<file path="src/verilog/pcs_pkg.sv">
// shared constants and carriers for the port configuration strap decoder
package pcs_pkg;

  // ---------------------------------------------------------------
  // strap inputs and decoded settings
  // ---------------------------------------------------------------
  typedef struct packed {
    logic second_vc_enable_strap;
    logic rx_invert_detect_disable;
    logic large_payload_strap;
    logic common_refclk_strap;
  } pcs_strap_s;

  typedef struct packed {
    logic       vc1_enable;
    logic       vc1_buffers_to_vc0;
    logic       rx_invert_detect_enable;
    logic [2:0] max_payload_code;
    logic       common_refclk;
  } pcs_cfg_s;

  localparam pcs_strap_s STRAP_RST = 4'h0;

  // max payload capability field encodings
  localparam logic [2:0] MPS_256B = 3'h1;
  localparam logic [2:0] MPS_512B = 3'h2;

  // ---------------------------------------------------------------
  // pin synchroniser layout
  // ---------------------------------------------------------------
  localparam int          SYNC_W       = 8;
  localparam int          SYNC_STRAP_LSB = 4;
  localparam int          SYNC_OCC_LSB = 2;
  localparam int          SYNC_IMP_LSB = 0;
  localparam logic [7:0]  SYNC_RST     = 8'h0C;

  // ---------------------------------------------------------------
  // register map (byte addresses)
  // ---------------------------------------------------------------
  localparam int         ADR_W       = 8;
  localparam logic [7:0] OFS_STRAP   = 8'h00;
  localparam logic [7:0] OFS_SLOT    = 8'h04;
  localparam logic [7:0] OFS_CTRL    = 8'h08;
  localparam logic [7:0] OFS_PLUG    = 8'h0C;

  // strap register fields
  localparam int STRAP_VALID_BIT = 4;
  // slot register fields
  localparam int SLOT_OCC_LSB    = 0;
  localparam int SLOT_IMPLEMENTED_LSB    = 2;
  localparam int SLOT_RST_LSB    = 4;
  // control register fields
  localparam int CTRL_FORCE_LSB  = 0;
  localparam int CTRL_OVR_BIT    = 2;
  localparam int CTRL_OVR_LSB    = 3;
  localparam logic [5:0] CTRL_RST = 6'h00;

  // ---------------------------------------------------------------
  // timing
  // ---------------------------------------------------------------
  localparam int CLK_PERIOD_NS = 10;
  localparam int PLUG_RST_NS   = 1000;
  localparam int PLUG_RST_CYC  = (PLUG_RST_NS + CLK_PERIOD_NS - 1) / CLK_PERIOD_NS;
  localparam int PLUG_CNT_W    = 7;

endpackage

</file>
<file path="src/verilog/pcs_sync.sv">
// two-stage synchroniser for board-level inputs
`timescale 1ns/1ps

module pcs_sync #(
  parameter int               W       = 1,
  parameter logic [W-1:0]     RST_VAL = '0
) (
  // clock and reset
  input  wire logic         clk_i,
  input  wire logic         rst_i,
  // asynchronous pins and synchronised copy
  input  wire logic [W-1:0] async_i,
  output logic      [W-1:0] sync_o
);

  logic [W-1:0] meta;
  logic [W-1:0] stable;
  logic [W-1:0] next_meta;
  logic [W-1:0] next_stable;

  // first stage feeds only the second stage
  genvar b;
  generate
    for (b = 0; b < W; b++) begin : g_bit
      always_comb begin
        next_meta[b]   = rst_i ? RST_VAL[b] : async_i[b];
        next_stable[b] = rst_i ? RST_VAL[b] : meta[b];
      end
    end
  endgenerate

  always_ff @(posedge clk_i) begin
    meta   <= next_meta;
    stable <= next_stable;
  end

  assign sync_o = stable;

endmodule

</file>
<file path="src/verilog/pcs_strap_decode.sv">
// strap decode, slot tracking and downstream reset for a three-port switch
//
// Contract
// - strap high: vc1 enabled, no sharing
// - strap low: vc1 off, buffers to vc0
// - disable strap high turns inversion detect off
// - payload strap selects 512B or 256B capability
// - presence inputs active low per port
// - refclk strap high: common platform reference clock
// - slot implemented input marks port slotted
// - one debug status bit per port
// - reset clears all but sticky state
// - downstream reset during system reset, plug-in
//
// The Wishbone interface to the registers and the register addresses were left to the implementer.
`timescale 1ns/1ps

module pcs_strap_decode (
  // clock and resets
  input  wire logic                clk_i,
  input  wire logic                rst_i,
  input  wire logic                power_on_rst_i,
  // wishbone slave
  input  wire logic                wb_cyc_i,
  input  wire logic                wb_stb_i,
  input  wire logic                wb_we_i,
  input  wire logic [7:0]          wb_adr_i,
  input  wire logic [3:0]          wb_sel_i,
  input  wire logic [31:0]         wb_dat_i,
  output logic      [31:0]         wb_dat_o,
  output logic                     wb_ack_o,
  // board pins
  input  wire pcs_pkg::pcs_strap_s straps_i,
  input  wire logic [2:1]          slot_occupied_n_i,
  input  wire logic [2:1]          slot_implemented_i,
  // decoded settings and board outputs
  output pcs_pkg::pcs_cfg_s        cfg_o,
  output logic      [2:1]          slot_present_o,
  output logic      [2:1]          slot_connected_o,
  output logic      [2:1]          downstream_reset_n_o,
  output logic      [2:0]          port_status_o
);

  // ---------------------------------------------------------------
  // pin synchronisation
  // ---------------------------------------------------------------
  logic [7:0] pins_sync;

  pcs_sync #(
    .W       (pcs_pkg::SYNC_W),
    .RST_VAL (pcs_pkg::SYNC_RST)
  ) u_sync (
    .clk_i   (clk_i),
    .rst_i   (rst_i),
    .async_i ({straps_i, slot_occupied_n_i, slot_implemented_i}),
    .sync_o  (pins_sync)
  );

  pcs_pkg::pcs_strap_s strap_sync;
  logic [2:1]          occ_sync;
  logic [2:1]          imp_sync;

  assign strap_sync = pins_sync[pcs_pkg::SYNC_STRAP_LSB +: 4];
  assign occ_sync   = ~pins_sync[pcs_pkg::SYNC_OCC_LSB +: 2];
  assign imp_sync   = pins_sync[pcs_pkg::SYNC_IMP_LSB +: 2];

  // ---------------------------------------------------------------
  // strap latch sequence
  // ---------------------------------------------------------------
  // wait for the synchroniser to refill before trusting the straps
  typedef enum logic [1:0] {ST_FILL0, ST_FILL1, ST_FILL2, ST_RUN} pcs_state_e;

  pcs_state_e          state;
  pcs_state_e          next_state;
  pcs_pkg::pcs_strap_s strap;
  pcs_pkg::pcs_strap_s next_strap;

  always_comb begin
    next_state = state;
    next_strap = strap;
    case (state)
      ST_FILL0: next_state = ST_FILL1;
      ST_FILL1: next_state = ST_FILL2;
      ST_FILL2: begin
        next_state = ST_RUN;
        next_strap = strap_sync;
      end
      ST_RUN:   next_state = ST_RUN;
      default:  next_state = ST_FILL0;
    endcase
    if (rst_i) begin
      next_state = ST_FILL0;
      next_strap = pcs_pkg::STRAP_RST;
    end
  end

  always_ff @(posedge clk_i) begin
    state <= next_state;
    strap <= next_strap;
  end

  // ---------------------------------------------------------------
  // decoded configuration
  // ---------------------------------------------------------------
  pcs_pkg::pcs_cfg_s next_cfg;

  always_comb begin
    next_cfg.vc1_enable              = strap.second_vc_enable_strap;
    next_cfg.vc1_buffers_to_vc0      = ~strap.second_vc_enable_strap;
    next_cfg.rx_invert_detect_enable = ~strap.rx_invert_detect_disable;
    next_cfg.max_payload_code        = strap.large_payload_strap ?
                                       pcs_pkg::MPS_512B : pcs_pkg::MPS_256B;
    next_cfg.common_refclk           = strap.common_refclk_strap;
  end

  always_ff @(posedge clk_i) begin
    cfg_o <= next_cfg;
  end

  // ---------------------------------------------------------------
  // slot tracking, plug events and downstream reset
  // ---------------------------------------------------------------
  logic [5:0] ctrl;
  logic [2:1] occ_prev;
  logic [2:1] next_occ_prev;
  logic [2:1] plug_event;
  logic [2:1] plug_sticky;
  logic [2:1] next_plug_sticky;
  logic [2:1] plug_clr;
  logic [2:1] next_present;
  logic [2:1] next_connected;
  logic [2:1] next_dsrst_n;

  logic [pcs_pkg::PLUG_CNT_W-1:0] plug_cnt [2:1];
  logic [pcs_pkg::PLUG_CNT_W-1:0] next_plug_cnt [2:1];

  genvar p;
  generate
    for (p = 1; p <= 2; p++) begin : g_port
      always_comb begin
        next_occ_prev[p]  = rst_i ? 1'b0 : occ_sync[p];
        plug_event[p]     = (state == ST_RUN) & occ_sync[p] & ~occ_prev[p];
        next_present[p]   = rst_i ? 1'b0 : occ_sync[p];
        next_connected[p] = rst_i ? 1'b0 : imp_sync[p];
        // plug-in stretches downstream reset for a fixed time
        if (rst_i) begin
          next_plug_cnt[p] = '0;
        end else if (plug_event[p]) begin
          next_plug_cnt[p] = pcs_pkg::PLUG_CNT_W'(pcs_pkg::PLUG_RST_CYC);
        end else if (plug_cnt[p] != '0) begin
          next_plug_cnt[p] = plug_cnt[p] - 1'b1;
        end else begin
          next_plug_cnt[p] = plug_cnt[p];
        end
        next_dsrst_n[p] = ~(rst_i | plug_event[p] | (plug_cnt[p] != '0)
                            | ctrl[pcs_pkg::CTRL_FORCE_LSB + p - 1]);
        // sticky flag survives system reset; set wins over clear
        if (power_on_rst_i) begin
          next_plug_sticky[p] = 1'b0;
        end else if (plug_event[p]) begin
          next_plug_sticky[p] = 1'b1;
        end else if (plug_clr[p]) begin
          next_plug_sticky[p] = 1'b0;
        end else begin
          next_plug_sticky[p] = plug_sticky[p];
        end
      end

      always_ff @(posedge clk_i) begin
        occ_prev[p]             <= next_occ_prev[p];
        plug_cnt[p]             <= next_plug_cnt[p];
        plug_sticky[p]          <= next_plug_sticky[p];
        slot_present_o[p]       <= next_present[p];
        slot_connected_o[p]     <= next_connected[p];
        downstream_reset_n_o[p] <= next_dsrst_n[p];
      end
    end
  endgenerate

  // ---------------------------------------------------------------
  // debug port status
  // ---------------------------------------------------------------
  logic [2:0] next_status;

  always_comb begin
    if (rst_i) begin
      next_status = 3'h0;
    end else if (ctrl[pcs_pkg::CTRL_OVR_BIT]) begin
      next_status = ctrl[pcs_pkg::CTRL_OVR_LSB +: 3];
    end else begin
      next_status[0] = (state == ST_RUN);
      next_status[2:1] = slot_present_o & slot_connected_o & downstream_reset_n_o;
    end
  end

  always_ff @(posedge clk_i) begin
    port_status_o <= next_status;
  end

  // ---------------------------------------------------------------
  // wishbone register slave
  // ---------------------------------------------------------------
  function automatic logic reg_hit(input logic [7:0] adr, input logic [7:0] ofs);
    reg_hit = (adr[7:2] == ofs[7:2]);
  endfunction

  logic        req;
  logic        wr0;
  logic [5:0]  next_ctrl;
  logic        next_ack;
  logic [31:0] next_dat;

  // one access per request; ack drops the cycle after it rises
  assign req = wb_cyc_i & wb_stb_i & ~wb_ack_o;
  assign wr0 = req & wb_we_i & wb_sel_i[0];

  always_comb begin
    next_ctrl = ctrl;
    if (wr0 && reg_hit(wb_adr_i, pcs_pkg::OFS_CTRL)) begin
      next_ctrl = wb_dat_i[5:0];
    end
    if (rst_i) begin
      next_ctrl = pcs_pkg::CTRL_RST;
    end
    plug_clr = (wr0 && reg_hit(wb_adr_i, pcs_pkg::OFS_PLUG)) ? wb_dat_i[1:0] : 2'h0;
    next_ack = req & ~rst_i;
    next_dat = 32'h0;
    if (req && !wb_we_i) begin
      if (reg_hit(wb_adr_i, pcs_pkg::OFS_STRAP)) begin
        next_dat[3:0] = strap;
        next_dat[pcs_pkg::STRAP_VALID_BIT] = (state == ST_RUN);
      end else if (reg_hit(wb_adr_i, pcs_pkg::OFS_SLOT)) begin
        next_dat[pcs_pkg::SLOT_OCC_LSB +: 2] = slot_present_o;
        next_dat[pcs_pkg::SLOT_IMPLEMENTED_LSB +: 2] = slot_connected_o;
        next_dat[pcs_pkg::SLOT_RST_LSB +: 2] = ~downstream_reset_n_o;
      end else if (reg_hit(wb_adr_i, pcs_pkg::OFS_CTRL)) begin
        next_dat[5:0] = ctrl;
      end else if (reg_hit(wb_adr_i, pcs_pkg::OFS_PLUG)) begin
        next_dat[1:0] = plug_sticky;
      end
    end
  end

  always_ff @(posedge clk_i) begin
    ctrl     <= next_ctrl;
    wb_ack_o <= next_ack;
    wb_dat_o <= next_dat;
  end

endmodule

</file>
<file path="config.mk">
export PLATFORM = sky130hd
export DESIGN_NAME = pcs_strap_decode
export DESIGN_NICKNAME = d
export VERILOG_FILES = /design/src/verilog/pcs_pkg.sv /design/src/verilog/pcs_sync.sv /design/src/verilog/pcs_strap_decode.sv
export SDC_FILE = /design/constraint.sdc
export NUM_CORES = 1
export LEC_CHECK = 0
export BUFFER_PORTS_ARGS = -buffer_cell sky130_fd_sc_hd__buf_2
export CORE_MARGIN = 5
export CORE_UTILIZATION = 47
export DETAILED_ROUTE_END_ITERATION = 8
export HOLD_SLACK_MARGIN = 0.02
export PLACE_DENSITY = 0.78
export SETUP_SLACK_MARGIN = 0.4
export SLEW_MARGIN = 20
export SYNTH_ARGS = -nofsm -noshare
export SYNTH_HDL_FRONTEND = slang
export SYNTH_SLANG_ARGS = --single-unit
</file>
<file path="constraint.sdc">
create_clock -name clk_i -period 2.4 [get_ports clk_i]
set_input_delay 0.48 -clock clk_i [delete_from_list [all_inputs] [get_ports clk_i]]
set_output_delay 0.48 -clock clk_i [all_outputs]
set_load 0.005 [all_outputs]
</file>
==> metrics.txt, run 1 <==
RR Endpoint plug_cnt[2][5]$_SDFFE_PP0P_; Clock Latency Late Sink 0.33 ns; syn avg cell area 9.73 um^2; largest net degree at the start of global routing 37; PD cells 929 mW/mm^2; slowest CP cell or4_4; post-route ant nets 0; Critical path buffers and inverters 1; critical path depth 4; fin worst setup slack 0.721 ns; share of layout cells above drive strength 1 22.6%; Clk Tree Root Cell clkbuf_8; Core Area 0.00544 mm^2; CTS sink count 66; grt ovf 0; initial antenna violation count 0; via-per-instance ratio 4.66; hold_buf cts 0; Post-synth EDFFs 0; chip height 84.5 um; Setup Buffers After CTS 0; area delta synth->final 14.3%; Seq pwr share 48.6%; CTS Buf Count 9; Peak Freq 596 MHz; die width 84.5 um; DR WL/cell 11.9 um; GR Util met3 3.83%; CP Launch Type input port; max cap viols 0; crit path from wb_adr_i[7]; period utilization 70.0%; ys async rst share 0%; ys flop type dfxtp_1; top cells by count, synth dfxtp_1, buf_4, nand2_1; Cell Area, Synth 0.00261 mm^2; cell family with most CP delay simple AND/OR/NAND/NOR gates; Synth Warn # 0; total power 2770 uW; cell area after placement 0.00281 mm^2; first-pass GRT wire length 7650 um; I/O pin total 107; clock slew at reported path FFs 0.06 ns; dpl hpwl 3410 um; RSZ-0062 raised after global routing no; fill count 492; Leak 0.00132 uW; CTS Buffer Depth 2; Setup Crit Path Kind input port to register; Slew Limit Fails 0; Synth cell types 35; sequential fraction of the synthesis area 50.7%; Switching Share 31.9%; Placer Congestion 0.785; Post-Route WL 4700 um; WP data required 2.62 ns; final setup fails 0; Rows 27; count leader, synth dfxtp_1; die area 0.00714 mm^2; Synth Instances 268; register area 0.00132 mm^2; Total Nets Final 378; register bit total from synthesis 66; DRT Pass-1 Iters 4; Residual DRC 0; Hold Vio Cnt, Final 0; Final min period 1.68 ns; CP max stage delay 0.56 ns; slew at the pin closest to its max-slew limit 0.548 ns; combinational share of power 23.2%; vias in the first global route 1,690; Worst R2R Path Depth 3; Iteration-0 DRC Markers 55; Setup Skew 0.00821 ns; most crowded layer after global routing met2; switching power total 882 uW; outcome finished, final reports clean; initial core utilization 47.9%; largest area contributor in the netlist dfxtp_1; Design Area, Final 0.00298 mm^2; antenna diode count 0; crit end category register; Fin Hold WS 0.333 ns; Hold WC Path Type input port to register; CP Cell Sequence buf_2 > or4_4 > or3_2 > o2111a_1; Pint 1890 uW; All-Layer GR Usage 13.4%; met1 GRT Util 17.1%; critical path endpoint wb_dat_o[4]$_SDFF_PN0_; Reg2Reg Launch Point plug_cnt[2][2]$_SDFFE_PP0P_; arrival time at the worst endpoint 1.90 ns; DR vias 1,840; multi-input logic area 0.00109 mm^2; peak supply drop 0.000367 V; FF-to-FF setup slack 0.76 ns; H-Tree Depth 3; post-synth top area share 50.7%; post-CTS sizing 0; setup TNS 0 ns; Crit Path Max Fanout 5; Max-slew headroom 63.2%; IO buf count 48; grt met2 use 19.8%; top cells by area, synth dfxtp_1, buf_4, mux2i_1; clock power share 28.2%; pre-CTS setup slack 0.381 ns; TritonCTS clock tree built
==> registers in the layout, summed over array words and instances, names as in the netlist <==
name,count
cfg_o,6
ctrl,6
downstream_reset_n_o,2
next_cfg,2
occ_prev,2
plug_cnt,14
plug_sticky,2
port_status_o,3
slot_connected_o,2
state,2
strap,2
u_sync.meta,8
u_sync.sync_o,8
wb_ack_o,1
wb_dat_o,6
==> cells in the final DEF, fill, tap and decap left out, drive strengths merged, types with 3 or more instances in the layout <==
master,count
buf,50
nor2,12
nand2b,8
dfxtp,66
or2,4
clkinvlp,3
clkbuf,9
conb,27
o211a,3
mux2i,12
nand2,19
nor2b,18
inv,13
nor3,7
nor3b,6
nor4,4
a21oi,11
clkinv,4
or4,5
a31oi,4
o21ai,12
a2bb2oi,3
==> logic make-up after synthesis <==
group / after synthesis / share of synthesized area (%)
xor+xnor: 2 / 0.672
simple gates: 94 / 21.7
other cells: 1 / 0.144
buf+inv: 50 / 11.1
fa+ha+maj: 2 / 0.960
mux: 12 / 4.61
compound gates: 41 / 10.1
flops: 66 / 50.7
==> how the worst min path moves through the flow <==
stage | from | end | slack [ns] | cells after the start
after floorplan | next_cfg[0]$_SDFFE_PP0N_ | cfg_o[0]$_DFF_P_ | 0.35 | 0
after global placement | next_cfg[6]$_SDFFE_PP0N_ | cfg_o[6]$_DFF_P_ | 0.38 | 0
after detailed placement | strap[2]$_SDFFE_PP0N_ | cfg_o[4]$_DFF_P_ | 0.39 | 1
after CTS | slot_occupied_n_i[2] | u_sync.meta[3]$_SDFF_PP1_ | 0.31 | 2
after global routing | slot_occupied_n_i[2] | u_sync.meta[3]$_SDFF_PP1_ | 0.32 | 2
final | slot_occupied_n_i[2] | u_sync.meta[3]$_SDFF_PP1_ | 0.33 | 2
==> metal layers <==
| metal | share of wire (%) | wire length (um) |
|---|---|---|
| met5 | 0 | 0 |
| met4 | 2.8 | 133 |
| met3 | 8.0 | 377 |
| met2 | 43 | 2030 |
| met1 | 46 | 2150 |
==> final cells by class <==
class,instances,area share [%]
tap,72,3.02
clock inverter,7,1.55
multi-input combinational,178,36.7
sequential,66,44.3
inverter,13,1.64
timing repair buffer,50,8.56
clock buffer,9,4.16
==> power by group through the flow <==
stage	registers, uW	clock network [uW]	logic, uW
6_report	1350	780	642
5_1_grt	1360	849	746
4_1_cts	1340	808	643
3_5_place_dp	1370	0	641
3_3_place_gp	1360	0	607
2_1_floorplan	1340	0	551
==> metrics by stage <==
step	std cells	utilization [%]
floorplan	294	-
global placement	379	51.7
detailed placement	379	51.7
CTS	395	54.8
global route	395	54.8
finish	395	54.8
Power figures use the tool's default switching activity.
==> run 2: changes to the inputs <==
==> constraint.sdc (replaced) <==
create_clock -name clk_i -period 1.6 [get_ports clk_i]
set_input_delay 0.32 -clock clk_i [delete_from_list [all_inputs] [get_ports clk_i]]
set_output_delay 0.32 -clock clk_i [all_outputs]
set_load 0.005 [all_outputs]
==> metrics.txt, run 2 (same netlist as run 1, synthesis figures left out) <==
outcome finished, final reports clean; post-layout util 61.5% (+6.7 points); CP Launch Type register; most common cell after layout, fill and taps aside dfxtp_1; period utilization 99.1%; slowest CP cell or4_4; die area 0.00714 mm^2 (unchanged); CP Cell Sequence or4_4 > or4b_4 > a31oi_1; die width 84.5 um (unchanged); flip-flop count of the largest register after layout 14 (unchanged); Setup Skew 0.00708 ns (-0.00113 ns); hold_buf cts 0 (unchanged); Hold Vio Cnt, Final 0 (unchanged); arrival time at the worst endpoint 1.85 ns (-0.05 ns); DR WL/cell 13.9 um (+17%); IO buf count 48 (unchanged); clock slew at reported path FFs 0.07 ns (about the same); PD cells 1540 mW/mm^2 (+65%); Residual DRC 0 (unchanged); Design Area, Final 0.00334 mm^2 (+12%); Pint 3470 uW (+84%); vias in the first global route 1,964 (+16%); FF-to-FF setup slack 0.02 ns (-0.74 ns); Total Nets Final 393 (+4.0%); DR vias 1,998 (+8.6%); register bank with the most flops plug_cnt; max cap viols 0 (unchanged); post-route ant nets 0 (unchanged); Clk Tree Root Cell clkbuf_8; final setup fails 0 (unchanged); chip height 84.5 um (unchanged); Core Area 0.00544 mm^2 (unchanged); Critical path buffers and inverters 0 (-1); Final min period 1.58 ns; CTS sink count 66 (unchanged); via-per-instance ratio 4.87 (+4.6%); initial core utilization 47.9% (unchanged); CTS Buffer Depth 2 (unchanged); cell family with most CP delay simple AND/OR/NAND/NOR gates; Peak Freq 631 MHz; combinational share of power 32.8% (+9.6 points); TritonCTS clock tree built; Setup Crit Path Kind register to register; grt ovf 0 (unchanged); Hold WC Path Type input port to register; I/O pin total 107 (unchanged); first-pass GRT wire length 9160 um (+20%); hold path cells 2 (unchanged); Leak 0.00148 uW (+12%); DRT Pass-1 Iters 4 (unchanged); Seq pwr share 40.0% (-8.6 points); Iteration-0 DRC Markers 72 (+31%); most used cells in the layout excluding fill and tap cells dfxtp_1, buf_2, conb_1; clock power share 27.1% (-1.1 points); Slew Limit Fails 0 (unchanged); share of layout cells above drive strength 1 38.8% (+16 points); CP max stage delay 0.55 ns (about the same); Clock Latency Late Sink 0.34 ns (about the same); Placer Congestion 0.798 (+1.7%); initial antenna violation count 0 (unchanged); Switching Share 32.4% (+0.48 points); antenna diode count 0 (unchanged); area delta synth->final 28.3%; Worst R2R Path Depth 3 (unchanged); Crit Path Max Fanout 5 (unchanged); peak supply drop 0.000952 V (+160%); crit end category register; Rows 27 (unchanged); dpl hpwl 3790 um (+11%); H-Tree Depth 3 (unchanged); CTS Buf Count 9 (unchanged); largest net degree at the start of global routing 20 (-46%); All-Layer GR Usage 16.2% (+2.7 points); Post-Route WL 5710 um (+22%); WP data required 1.87 ns (-0.75 ns); cell area after placement 0.00293 mm^2 (+4.3%); switching power total 1660 uW (+88%); critical path depth 3 (-1); RSZ-0062 raised after global routing yes
run 2: changes by cell type in the layout (fill, tap and decap cells not counted), moves of 5 or more:
cell     before  now
dfxtp_1      66   54
buf_4         2   12
dfxtp_2       0    8
o21ai_0      12    4
o21ai_2       0    7
buf_6         0    6
nor3_1        7    1
nor3_2        0    5
run 2: path summary, 6_finish.rpt:
| kind | start | end |
|---|---|---|
| setup / recovery | plug_cnt[2][2]$_SDFFE_PP0P_ | plug_cnt[2][5]$_SDFFE_PP0P_ |
| hold / removal | slot_occupied_n_i[2] | u_sync.meta[3]$_SDFF_PP1_ |
| setup reg to reg | plug_cnt[2][2]$_SDFFE_PP0P_ | plug_cnt[2][5]$_SDFFE_PP0P_ |
| hold reg to reg | next_cfg[0]$_SDFFE_PP0N_ | cfg_o[0]$_DFF_P_ |
run 2: metal layers:
layer  global-route usage (%)  wire, um
met5                        0         0
met4                     6.62       144
met2                     26.0      2780
met3                     5.59       350
met1                     19.7      2430
run 2: final cells by class:
type / count / area [um^2]
fill: 438 / 2090
sequential: 66 / 1350
multi-input combinational: 178 / 1260
timing repair buffer: 65 / 393
clock buffer: 10 / 138
tap: 72 / 90.1
clock inverter: 6 / 66.3
inverter: 13 / 48.8
run 2: stage by stage:
stage | cells | hold WS [ns] | total power (uW) | worst slack, ns | setup TNS (ns)
after floorplan | 294 | 0.351 | 3180 | 0.00172 | 0
after global placement | 386 | 0.365 | 3260 | -0.126 | -0.895
after detailed placement | 386 | 0.366 | 3320 | -0.143 | -1.32
after CTS | 405 | 0.145 | 4850 | 0.0425 | 0
after global routing | 410 | 0.157 | 5430 | -0.0214 | -0.0269
final | 410 | 0.157 | 5130 | 0.0150 | 0
run 2: what timing repair did:
item                                    in CTS  in global routing
endpoints found under the hold margin        0                  0
pin swaps                                    5                  9
endpoints found under the setup margin      34                 37
setup buffers                                3                  5
gates resized for setup                     19                 22
run 2: worst register-to-register path: stages, from the launching register on:
cell	delay, ns
dfxtp_4	0.36
or4_4	0.55
or4b_4	0.48
a31oi_1	0.13
run 2: power by group through the flow:
stage	Clock (uW)	Sequential [uW]	Combinational [uW]
6_report	1390	2060	1690
5_1_grt	1480	2080	1870
4_1_cts	1420	2040	1400
3_5_place_dp	0	2060	1250
3_3_place_gp	0	2050	1210
2_1_floorplan	0	2030	1160
==> run 3: changes to the inputs <==
==> constraint.sdc (replaced) <==
create_clock -name clk_i -period 1.6 [get_ports clk_i]
set_input_delay 0.32 -clock clk_i [delete_from_list [all_inputs] [get_ports clk_i]]
set_output_delay 0.32 -clock clk_i [all_outputs]
set_load 0.1 [all_outputs]
==> metrics.txt, run 3 (same netlist as run 1, synthesis figures left out) <==
TritonCTS clock tree built; WP data required 1.86 ns (about the same); DR WL/cell 16.2 um (+16%); critical path endpoint plug_cnt[2][5]$_SDFFE_PP0P_; Crit Path Max Fanout 3 (-2); grt ovf 0 (unchanged); max cap viols 0 (unchanged); All-Layer GR Usage 17.1% (+0.98 points); share of layout cells above drive strength 1 45.3% (+6.5 points); die width 84.5 um (unchanged); crit end category register; dpl hpwl 3640 um (-3.8%); RR Endpoint plug_cnt[2][5]$_SDFFE_PP0P_; Total Nets Final 393 (unchanged); Rows 27 (unchanged); post-layout instance count excluding filler cells 410 (unchanged); DRT Pass-1 Iters 4 (unchanged); Placer Congestion 0.791 (-0.93%); peak supply drop 0.000868 V (-8.8%); Leak 0.00155 uW (+5.3%); via-per-instance ratio 5.18 (+6.4%); most common cell after layout, fill and taps aside dfxtp_1; hold path cells 2 (unchanged); antenna diode count 0 (unchanged); Residual DRC 0 (unchanged); RSZ-0062 raised after global routing yes; Peak Freq 609 MHz (-3.5%); CTS Buffer Depth 2 (unchanged); PD cells 1520 mW/mm^2 (-0.76%); arrival time at the worst endpoint 1.90 ns (+0.05 ns); total power 5710 uW (+11%); flip-flop count of the largest register after layout 14 (unchanged); Final min period 1.64 ns (+0.0581 ns); most used cells in the layout excluding fill and tap cells dfxtp_1, conb_1, buf_2; area delta synth->final 43.8%; clock slew at reported path FFs 0.07 ns (about the same); CP Launch Type register; initial antenna violation count 0 (unchanged); CTS sink count 66 (unchanged); Hold Vio Cnt, Final 0 (unchanged); IO buf count 48 (unchanged); Iteration-0 DRC Markers 143 (+99%); H-Tree Depth 3 (unchanged); final setup fails 2 (+2); Reg2Reg Launch Point plug_cnt[2][2]$_SDFFE_PP0P_; vias in the first global route 1,992 (+1.4%); Inst Count DP 384 (-0.52%); first-pass GRT wire length 9600 um (+4.9%); Worst R2R Path Depth 3 (unchanged); fin worst setup slack -0.0431 ns (-0.0581 ns); FF-to-FF setup slack -0.04 ns (-0.06 ns); Core Area 0.00544 mm^2 (unchanged); crit path from plug_cnt[2][2]$_SDFFE_PP0P_; die area 0.00714 mm^2 (unchanged); Setup Skew 0.00707 ns (-0.0000147 ns); Clock Latency Late Sink 0.33 ns (about the same); register bank with the most flops plug_cnt; I/O pin total 107 (unchanged); largest net degree at the start of global routing 29 (+45%); outcome finished, violations left; failing checks negative setup slack; chip height 84.5 um (unchanged); Hold WC Path Type input port to register; Slew Limit Fails 0 (unchanged); post-route ant nets 0 (unchanged); Clk Tree Root Cell clkbuf_8; DR vias 2,125 (+6.4%); period utilization 103% (+3.6 points); Setup Crit Path Kind register to register; CTS Buf Count 9 (unchanged); initial core utilization 47.9% (unchanged); Fin Hold WS 0.168 ns (+0.0108 ns); Post-Route WL 6630 um (+16%)
==> run 3: cell types whose count changed in the layout (fill, tap and decap cells not counted), sizes merged <==
cell,delta
clkinv,-5
clkbuf,-1
clkinvlp,+2
inv,+4
==> run 3: where the power goes <==
| part | internal, uW | switching (uW) |
|---|---|---|
| Clock | 731 | 666 |
| Sequential | 1870 | 216 |
| Combinational | 887 | 1340 |
==> run 3: per-layer routing <==
metal  track usage (%)  up-vias  share of wire (%)
met2              29.0      100                 52
met5                 0        -                  0
met4              7.48        0                3.0
li1                  -      990                  -
met3              5.50       14                7.3
met1              19.8     1021                 37
==> run 3: worst min-delay path by stage <==
stage / startpoint / slack (ns) / end
floorplan: next_cfg[0]$_SDFFE_PP0N_ / 0.34 / cfg_o[0]$_DFF_P_
global placement: next_cfg[0]$_SDFFE_PP0N_ / 0.36 / cfg_o[0]$_DFF_P_
detailed placement: next_cfg[0]$_SDFFE_PP0N_ / 0.37 / cfg_o[0]$_DFF_P_
CTS: slot_occupied_n_i[1] / 0.14 / u_sync.meta[2]$_SDFF_PP1_
global route: slot_occupied_n_i[1] / 0.14 / u_sync.meta[2]$_SDFF_PP1_
finish: slot_occupied_n_i[1] / 0.17 / u_sync.meta[2]$_SDFF_PP1_
==> run 3: cell type report <==
type	instances	area, um^2
Clock buffer	9	124
Clock inverter	7	75.1
Fill cell	355	1690
Inverter	13	48.8
Multi-Input combinational cell	178	1320
Sequential cell	66	1370
Tap cell	72	90.1
Timing Repair Buffer	65	716
==> run 3: per-stage QoR <==
| step | TNS (ns) | setup WS (ns) | util, % | instance area (um^2) |
|---|---|---|---|---|
| after floorplan | 0 | 0.00172 | - | 2830 |
| after global placement | -0.915 | -0.129 | 54.3 | 2950 |
| after detailed placement | -1.15 | -0.140 | 54.3 | 2950 |
| after CTS | 0 | 0.0315 | 65.4 | 3550 |
| after global routing | -0.158 | -0.0775 | 68.9 | 3750 |
| final | -0.0653 | -0.0431 | 68.9 | 3750 |
==> run 3: worst max-delay path, stage by stage, from the launching register on <==
cell and delay [ns]:
dfxtp_4 0.35, or4_4 0.54, or4b_4 0.51, a31oi_4 0.18
==> run 3: repair_timing <==
action,CTS,global route
setup buffers,7,3
hold buffers,0,0
pin swaps,7,11
endpoints found under the setup margin,51,53
gates resized for setup,96,32
